===== config.mk =====
export PLATFORM = sky130hd
export DESIGN_NAME = ccp_capture_unit
export DESIGN_NICKNAME = d
export VERILOG_FILES = /design/src/include/ccp_pkg.sv /design/src/logic/ccp_capture_unit.sv /design/src/logic/ccp_pin_sync.sv /design/src/logic/ccp_prescaler.sv
export SDC_FILE = /design/constraint.sdc
export NUM_CORES = 1
export LEC_CHECK = 0
export BUFFER_PORTS_ARGS = -buffer_cell sky130_fd_sc_hd__buf_2
export CAP_MARGIN = 5
export CORE_ASPECT_RATIO = 1.1
export CORE_UTILIZATION = 46
export CTS_CLUSTER_DIAMETER = 40
export CTS_CLUSTER_SIZE = 40
export DETAILED_ROUTE_END_ITERATION = 6
export GPL_TIMING_DRIVEN = 0
export PLACE_DENSITY = 0.76
export SYNTH_ARGS = -nofsm -noshare
export SYNTH_HDL_FRONTEND = slang
export SYNTH_SLANG_ARGS = --single-unit

===== constraint.sdc =====
create_clock -name clock -period 1.9 [get_ports clock]
set_input_delay 0.38 -clock clock [delete_from_list [all_inputs] [get_ports clock]]
set_output_delay 0.38 -clock clock [all_outputs]
set_load 0.005 [all_outputs]

===== src/include/ccp_pkg.sv =====
// Shared constants and types for the capture unit
package ccp_pkg;
   // Register offsets on the plain register port
   localparam int ADDR_W = 3;
   localparam logic [2:0] OFF_CONTROL = 3'h0;
   localparam logic [2:0] OFF_CAP_LOW = 3'h1;
   localparam logic [2:0] OFF_CAP_HIGH = 3'h2;
   localparam logic [2:0] OFF_FLAG = 3'h3;
   localparam logic [2:0] OFF_ENABLE = 3'h4;

   // Control register layout
   localparam int MODE_LSB = 0;
   localparam int MODE_MSB = 3;
   localparam int DUTY_LSB = 4;
   localparam int DUTY_MSB = 5;
   localparam int CTRL_W = 6;
   localparam logic [5:0] CTRL_RESET = 6'h00;
   localparam int FLAG_BIT = 0;
   localparam int ENABLE_BIT = 0;
   localparam logic [15:0] CAP_RESET = 16'h0000;

   // Mode field encodings used by the capture half
   localparam logic [3:0] MODE_OFF = 4'h0;
   localparam logic [3:0] MODE_FALL = 4'h4;
   localparam logic [3:0] MODE_RISE = 4'h5;
   localparam logic [3:0] MODE_RISE4 = 4'h6;
   localparam logic [3:0] MODE_RISE16 = 4'h7;
   localparam logic [1:0] CAPTURE_GROUP = 2'h1;

   // Prescaler terminal counts
   localparam int PRE_W = 4;
   localparam logic [3:0] PRE_RESET = 4'h0;
   localparam logic [3:0] DIV4_LAST = 4'h3;
   localparam logic [3:0] DIV16_LAST = 4'hf;

   typedef enum logic [1:0] {DIV_1, DIV_4, DIV_16} ccp_div_e;
   typedef enum logic [1:0] {EV_NONE, EV_FALL, EV_RISE} ccp_event_e;
endpackage


===== src/logic/ccp_capture_unit.sv =====
// Capture half of the capture/compare/PWM unit with its register port
`timescale 1ns/1ps
module ccp_capture_unit
#(
   parameter bit SECOND_UNIT = 1'b1
)
(
   input wire logic clock,
   input wire logic sys_rst,
   input wire logic [2:0] reg_addr,
   input wire logic [7:0] reg_wdata,
   input wire logic reg_wr,
   input wire logic reg_rd,
   output logic [7:0] reg_rdata,
   input wire logic [15:0] timebase_counter,
   input wire logic timer_capture_ok,
   input wire logic capture_pin,
   input wire logic second_unit_pin,
   input wire logic pin_select,
   output logic capture_irq,
   output logic capture_strobe,
   output logic [15:0] captured_value,
   output logic [3:0] unit_mode_field,
   output logic [1:0] duty_low_bits
);
   typedef struct packed
   {
      logic [5:0] control;
      logic [7:0] captured_count_high;
      logic [7:0] captured_count_low;
      logic capture_event_flag;
      logic capture_event_enable;
      logic [7:0] rdata;
      logic strobe;
   } ccp_state_s;

   ccp_state_s st;
   ccp_state_s next_st;

   logic pin_level;
   logic pin_rise;
   logic pin_fall;
   logic [3:0] mode;
   logic in_capture;
   logic pre_clear;
   logic pre_edge;
   logic pre_fire;
   logic capture;
   logic wr_control;
   logic wr_low;
   logic wr_high;
   logic wr_flag;
   logic wr_enable;
   logic [7:0] rd_value;
   ccp_pkg::ccp_div_e div_sel;
   ccp_pkg::ccp_event_e ev_sel;

   assign mode = st.control[ccp_pkg::MODE_MSB:ccp_pkg::MODE_LSB];

   // The pad level is used whatever the pin direction, so port writes can trigger
   assign pin_level = (SECOND_UNIT && pin_select) ? second_unit_pin : capture_pin;

   ccp_pin_sync u_sync
   (
      .clock(clock),
      .sys_rst(sys_rst),
      .pin_in(pin_level),
      .rise(pin_rise),
      .fall(pin_fall)
   );

   // Event and ratio selection from the mode field
   always_comb
   begin
      ev_sel = ccp_pkg::EV_NONE;
      div_sel = ccp_pkg::DIV_1;
      case (mode)
         ccp_pkg::MODE_FALL:
         begin
            ev_sel = ccp_pkg::EV_FALL;
         end
         ccp_pkg::MODE_RISE:
         begin
            ev_sel = ccp_pkg::EV_RISE;
         end
         ccp_pkg::MODE_RISE4:
         begin
            ev_sel = ccp_pkg::EV_RISE;
            div_sel = ccp_pkg::DIV_4;
         end
         ccp_pkg::MODE_RISE16:
         begin
            ev_sel = ccp_pkg::EV_RISE;
            div_sel = ccp_pkg::DIV_16;
         end
         default:
         begin
            ev_sel = ccp_pkg::EV_NONE;
            div_sel = ccp_pkg::DIV_1;
         end
      endcase
   end

   assign in_capture = (mode[3:2] == ccp_pkg::CAPTURE_GROUP);
   // Mode zero and every non-capture mode hold the prescaler at zero
   assign pre_clear = ~in_capture | (mode == ccp_pkg::MODE_OFF);

   // The synchroniser is not cleared on a mode write, so a pending edge may land
   // under the new mode as one spurious capture
   always_comb
   begin
      pre_edge = 1'b0;
      case (ev_sel)
         ccp_pkg::EV_RISE:
         begin
            pre_edge = pin_rise;
         end
         ccp_pkg::EV_FALL:
         begin
            pre_edge = pin_fall;
         end
         default:
         begin
            pre_edge = 1'b0;
         end
      endcase
   end

   ccp_prescaler #(.CNT_W(ccp_pkg::PRE_W)) u_pre
   (
      .clock(clock),
      .sys_rst(sys_rst),
      .clear(pre_clear),
      .edge_in(pre_edge),
      .div_sel(div_sel),
      .fire(pre_fire)
   );

   // Unsupported timer clocking is reported by the timer and suppresses capture
   assign capture = pre_fire & timer_capture_ok;

   // One decoder for all writes; unmapped offsets hit nothing
   always_comb
   begin
      wr_control = 1'b0;
      wr_low = 1'b0;
      wr_high = 1'b0;
      wr_flag = 1'b0;
      wr_enable = 1'b0;
      if (reg_wr)
      begin
         case (reg_addr)
            ccp_pkg::OFF_CONTROL:
            begin
               wr_control = 1'b1;
            end
            ccp_pkg::OFF_CAP_LOW:
            begin
               wr_low = 1'b1;
            end
            ccp_pkg::OFF_CAP_HIGH:
            begin
               wr_high = 1'b1;
            end
            ccp_pkg::OFF_FLAG:
            begin
               wr_flag = 1'b1;
            end
            ccp_pkg::OFF_ENABLE:
            begin
               wr_enable = 1'b1;
            end
            default:
            begin
               wr_control = 1'b0;
            end
         endcase
      end
   end

   // Unmapped offsets read as zero so software sees no stale byte
   always_comb
   begin
      rd_value = 8'h00;
      case (reg_addr)
         ccp_pkg::OFF_CONTROL:
         begin
            rd_value = {2'h0, st.control};
         end
         ccp_pkg::OFF_CAP_LOW:
         begin
            rd_value = st.captured_count_low;
         end
         ccp_pkg::OFF_CAP_HIGH:
         begin
            rd_value = st.captured_count_high;
         end
         ccp_pkg::OFF_FLAG:
         begin
            rd_value = {7'h00, st.capture_event_flag};
         end
         ccp_pkg::OFF_ENABLE:
         begin
            rd_value = {7'h00, st.capture_event_enable};
         end
         default:
         begin
            rd_value = 8'h00;
         end
      endcase
   end

   always_comb
   begin
      next_st = st;
      next_st.strobe = capture;

      if (wr_control)
      begin
         next_st.control = reg_wdata[ccp_pkg::CTRL_W-1:0];
      end

      // Software may preload the pair; a capture in the same cycle wins
      if (wr_low)
      begin
         next_st.captured_count_low = reg_wdata;
      end
      if (wr_high)
      begin
         next_st.captured_count_high = reg_wdata;
      end
      if (capture)
      begin
         // Always overwritten; there is no overrun flag to tell it happened
         next_st.captured_count_high = timebase_counter[15:8];
         next_st.captured_count_low = timebase_counter[7:0];
      end

      // Write one to clear; a capture in the same cycle keeps the flag set
      if (wr_flag && reg_wdata[ccp_pkg::FLAG_BIT])
      begin
         next_st.capture_event_flag = 1'b0;
      end
      if (capture)
      begin
         next_st.capture_event_flag = 1'b1;
      end

      if (wr_enable)
      begin
         next_st.capture_event_enable = reg_wdata[ccp_pkg::ENABLE_BIT];
      end

      // Read data stands for the cycle after the strobe only
      next_st.rdata = reg_rd ? rd_value : 8'h00;
   end

   always_ff @(posedge clock or posedge sys_rst)
   begin
      if (sys_rst)
      begin
         st.control <= ccp_pkg::CTRL_RESET;
         st.captured_count_high <= ccp_pkg::CAP_RESET[15:8];
         st.captured_count_low <= ccp_pkg::CAP_RESET[7:0];
         st.capture_event_flag <= 1'b0;
         st.capture_event_enable <= 1'b0;
         st.rdata <= 8'h00;
         st.strobe <= 1'b0;
      end
      else
      begin
         st <= next_st;
      end
   end

   assign reg_rdata = st.rdata;
   assign capture_irq = st.capture_event_flag & st.capture_event_enable;
   assign capture_strobe = st.strobe;
   assign captured_value = {st.captured_count_high, st.captured_count_low};
   assign unit_mode_field = mode;
   assign duty_low_bits = st.control[ccp_pkg::DUTY_MSB:ccp_pkg::DUTY_LSB];
endmodule


===== src/logic/ccp_pin_sync.sv =====
// Pin synchroniser with rise and fall detection
`timescale 1ns/1ps
module ccp_pin_sync
(
   input wire logic clock,
   input wire logic sys_rst,
   input wire logic pin_in,
   output logic rise,
   output logic fall
);
   typedef struct packed
   {
      logic s1;
      logic s2;
      logic s3;
   } ccp_sync_s;

   ccp_sync_s st;
   ccp_sync_s next_st;

   always_comb
   begin
      next_st = st;
      next_st.s1 = pin_in;
      next_st.s2 = st.s1;
      next_st.s3 = st.s2;
   end

   always_ff @(posedge clock or posedge sys_rst)
   begin
      if (sys_rst)
      begin
         st <= '0;
      end
      else
      begin
         st <= next_st;
      end
   end

   // Only the settled stages are compared, never the first one
   assign rise = st.s2 & ~st.s3;
   assign fall = ~st.s2 & st.s3;
endmodule


===== src/logic/ccp_prescaler.sv =====
// Edge prescaler: passes every 1st, 4th or 16th edge
`timescale 1ns/1ps
module ccp_prescaler
#(
   parameter int CNT_W = ccp_pkg::PRE_W
)
(
   input wire logic clock,
   input wire logic sys_rst,
   input wire logic clear,
   input wire logic edge_in,
   input wire ccp_pkg::ccp_div_e div_sel,
   output logic fire
);
   typedef struct packed
   {
      logic [CNT_W-1:0] cnt;
   } ccp_pre_s;

   ccp_pre_s st;
   ccp_pre_s next_st;
   logic [CNT_W-1:0] last;
   logic at_last;

   assign last = (div_sel == ccp_pkg::DIV_4) ? CNT_W'(ccp_pkg::DIV4_LAST)
                                             : CNT_W'(ccp_pkg::DIV16_LAST);
   assign at_last = (st.cnt == last);

   always_comb
   begin
      next_st = st;
      if (clear)
      begin
         next_st.cnt = CNT_W'(ccp_pkg::PRE_RESET);
      end
      else if (edge_in && div_sel != ccp_pkg::DIV_1)
      begin
         // A count left over from another ratio is kept, so a switch may fire early
         next_st.cnt = at_last ? '0 : st.cnt + 1'b1;
      end
   end

   always_ff @(posedge clock or posedge sys_rst)
   begin
      if (sys_rst)
      begin
         st <= '0;
      end
      else
      begin
         st <= next_st;
      end
   end

   assign fire = edge_in & ~clear & ((div_sel == ccp_pkg::DIV_1) | at_last);
endmodule


==> run metrics <==
status finished, final reports clean; total power per unit cell area 1030 mW/mm²; clk sink count 40; crit path time final 1890 ps; fraction of layout cells with a size suffix above 1 60.0%; final net count 310; period utilization 99.5%; Die Y 75.3 µm; Final Hold Fails 0; main flop type after synthesis dfrtp_1; All-Layer GR Usage 19.6%; Final ANT Viol Nets 0; drt wl/cell 14.7 µm; critical path type reg -> reg; Syn Nets 231; Seq cells post-synth 40; WP data required 2090 ps; total grt overflow 0; Clk Latency, worst-skew pair 300 ps; worst hold slack 234 ps; first-pass GRT wire length 7250 µm; Area growth, synth to finish 27.2%; Max Slew Vio Count 0; Reg area 0.00100 mm²; library cells used by synthesis 36; final setup TNS 0 ps; Post-synth ARST share 100%; Tightest Pin Transition 835 ps; dpl hpwl 3300 µm; CTS Root Cell clkbuf_8; crit-path cells ha_4 > or4b_4 > nand3_2 > o2111ai_4 > clkbuf_16 > mux2_4; row count 26; Reg clk slew, reported paths 90 ps; die width 68.6 µm; RSZ-0062 raised after global routing true; Avg Inst Size Synth 11.5 µm²; WP buf/inv 1; # fillers 393; Initial Util 48.0%; Mapped Cells 195; CTS max path bufs 2; sequential cell area fraction in the yosys report 44.5%; DRC 0; clock skew 12.4 ps; critical path launch point type flip-flop; final setup vio count 0; Cell Area, Synth 0.00225 mm²; mean number of vias per cell 5.08; hold_buf cts 0; Synthesis Warnings 0; MaxCap Viol Count 0; VDD IR-drop max 0.758 mV; critical path's slowest cell or4b_4; Static Leak 1.45 nW; DRT Pass-1 Iters 4; die area 0.00517 mm²; Buffers on Ports 66; Min-Delay Path Class in -> async; CTS Buf Count 5; vias in the first global route 1,528; Slew HR 44.3%; Ports 67; Post-synth EDFFs 0; Max stage delay on crit path 460 ps; largest net degree at the start of global routing 41; Top delay family on crit path simple AND/OR/NAND/NOR gates; via count 1,682; initial antenna violation count 0; total core area 0.00468 mm²; Worst Path Max Fanout 5; CP Data Arrival Time 2080 ps; critical path endpoint category flip-flop; CTS tree built; DRT iter0 DRCs 72; final WL 4870 µm; CTS H-tree depth 2; fmax 529 MHz; footprint of the multi-input gates 991 µm²; routability cong. 0.750; # diodes 0
==> power by group <==
group	leakage, nW	switching [mW]	internal, mW	total (mW)
logic	0.893	0.343	0.685	1.03
clock network	0.0541	0.316	0.389	0.705
registers	0.499	0.165	1.04	1.21
total	1.45	0.824	2.12	2.94
==> registers in the layout, summed over array words and instances, names as in the netlist <==
register         flops
capture_strobe       1
captured_value      16
duty_low_bits        2
reg_rdata            8
st                   2
u_pre.st             4
u_sync.next_st       2
u_sync.st            1
unit_mode_field      4
==> cell usage after synthesis (2+ instances only) <==
| master | number | area [µm²] |
|---|---|---|
| dfrtp_1 | 40 | 1000 |
| mux2_2 | 33 | 372 |
| buf_4 | 31 | 233 |
| nor2_1 | 15 | 56.3 |
| nand2_1 | 9 | 33.8 |
| mux2_4 | 8 | 120 |
| a21oi_1 | 7 | 35.0 |
| mux2i_1 | 7 | 70.1 |
| o21ai_0 | 5 | 25.0 |
| nor2b_1 | 4 | 25.0 |
| inv_1 | 3 | 11.3 |
| nand2b_1 | 3 | 18.8 |
| a22oi_1 | 2 | 15.0 |
| buf_6 | 2 | 22.5 |
| clkbuf_1 | 2 | 7.51 |
| nand3_1 | 2 | 10.0 |
| nand3b_1 | 2 | 15.0 |
| nor3_1 | 2 | 10.0 |
==> what timing repair did <==
item                                    4_1_cts  5_1_grt
gates cloned                                  0        1
endpoints found under the setup margin        8       20
resized for setup                             1        6
pin swaps                                     0        1
setup buffers                                 3        2
==> per-stage QoR <==
step	setup WS, ps	cells	area, µm²	utilization [%]	power (mW)
5_1_grt	-47.5	331	2860	61.0	3.13
2_1_floorplan	-0.00111	195	2250	-	1.90
3_3_place_gp	-270	317	2650	56.6	2.20
4_1_cts	17.0	328	2790	59.5	2.93
6_report	8.72	331	2860	61.0	2.94
3_5_place_dp	-302	317	2650	56.6	2.23
==> cells in the final DEF (no fill, tap or decap), types with 4 or more instances in the layout <==
cell / count
buf_2: 66
dfrtp_1: 39
buf_4: 36
mux2_2: 33
nor2_1: 15
nand2_1: 9
mux2_4: 8
a21oi_1: 7
mux2i_1: 7
o21ai_0: 5
clkbuf_8: 5
nor2b_1: 4
==> path summary, 6_finish.rpt <==
kind	start	to	slack [ps]	depth (start not counted)
hold reg to reg	u_sync.next_st[1]	u_sync.next_st[0]	350	0
max in group asynchronous	sys_rst	unit_mode_field[0]	1100	2
setup / recovery	u_pre.st[0]	captured_value[1]	9	6
min in group clock	timebase_counter[6]	captured_value[6]	300	2
setup reg to reg	u_pre.st[0]	captured_value[1]	9	6
hold / removal	sys_rst	captured_value[8]	230	2
==> cell type report <==
cell class / count / area share [%]
clock inverters: 3 / 1.49
clock buffers: 5 / 2.41
inverters: 3 / 0.394
repair buffers: 72 / 13.7
multi-input cells: 115 / 34.7
well taps: 56 / 2.45
flip-flops and latches: 40 / 35.1
plain buffers: 37 / 9.80
==> metal layers <==
layer  up-vias  GRT usage, %  part of all wire (%)
li1        807             -                     -
met1       804          24.9                    42
met2        59          33.2                    50
met3        12          3.14                   5.6
met4         0          7.64                   2.0
met5         -             0                     0
==> cell families after synthesis <==
family,count (synthesis),share of synthesized area (%)
multiplexers,48,25.0
AND/OR/NAND/NOR,47,11.3
buffers and inverters,40,12.6
flip-flops,40,44.5
AO/OA/AOI/OAI,19,6.01
adder cells (fa/ha/maj),1,0.557
Note: power is estimated with default switching activity, not from simulation.
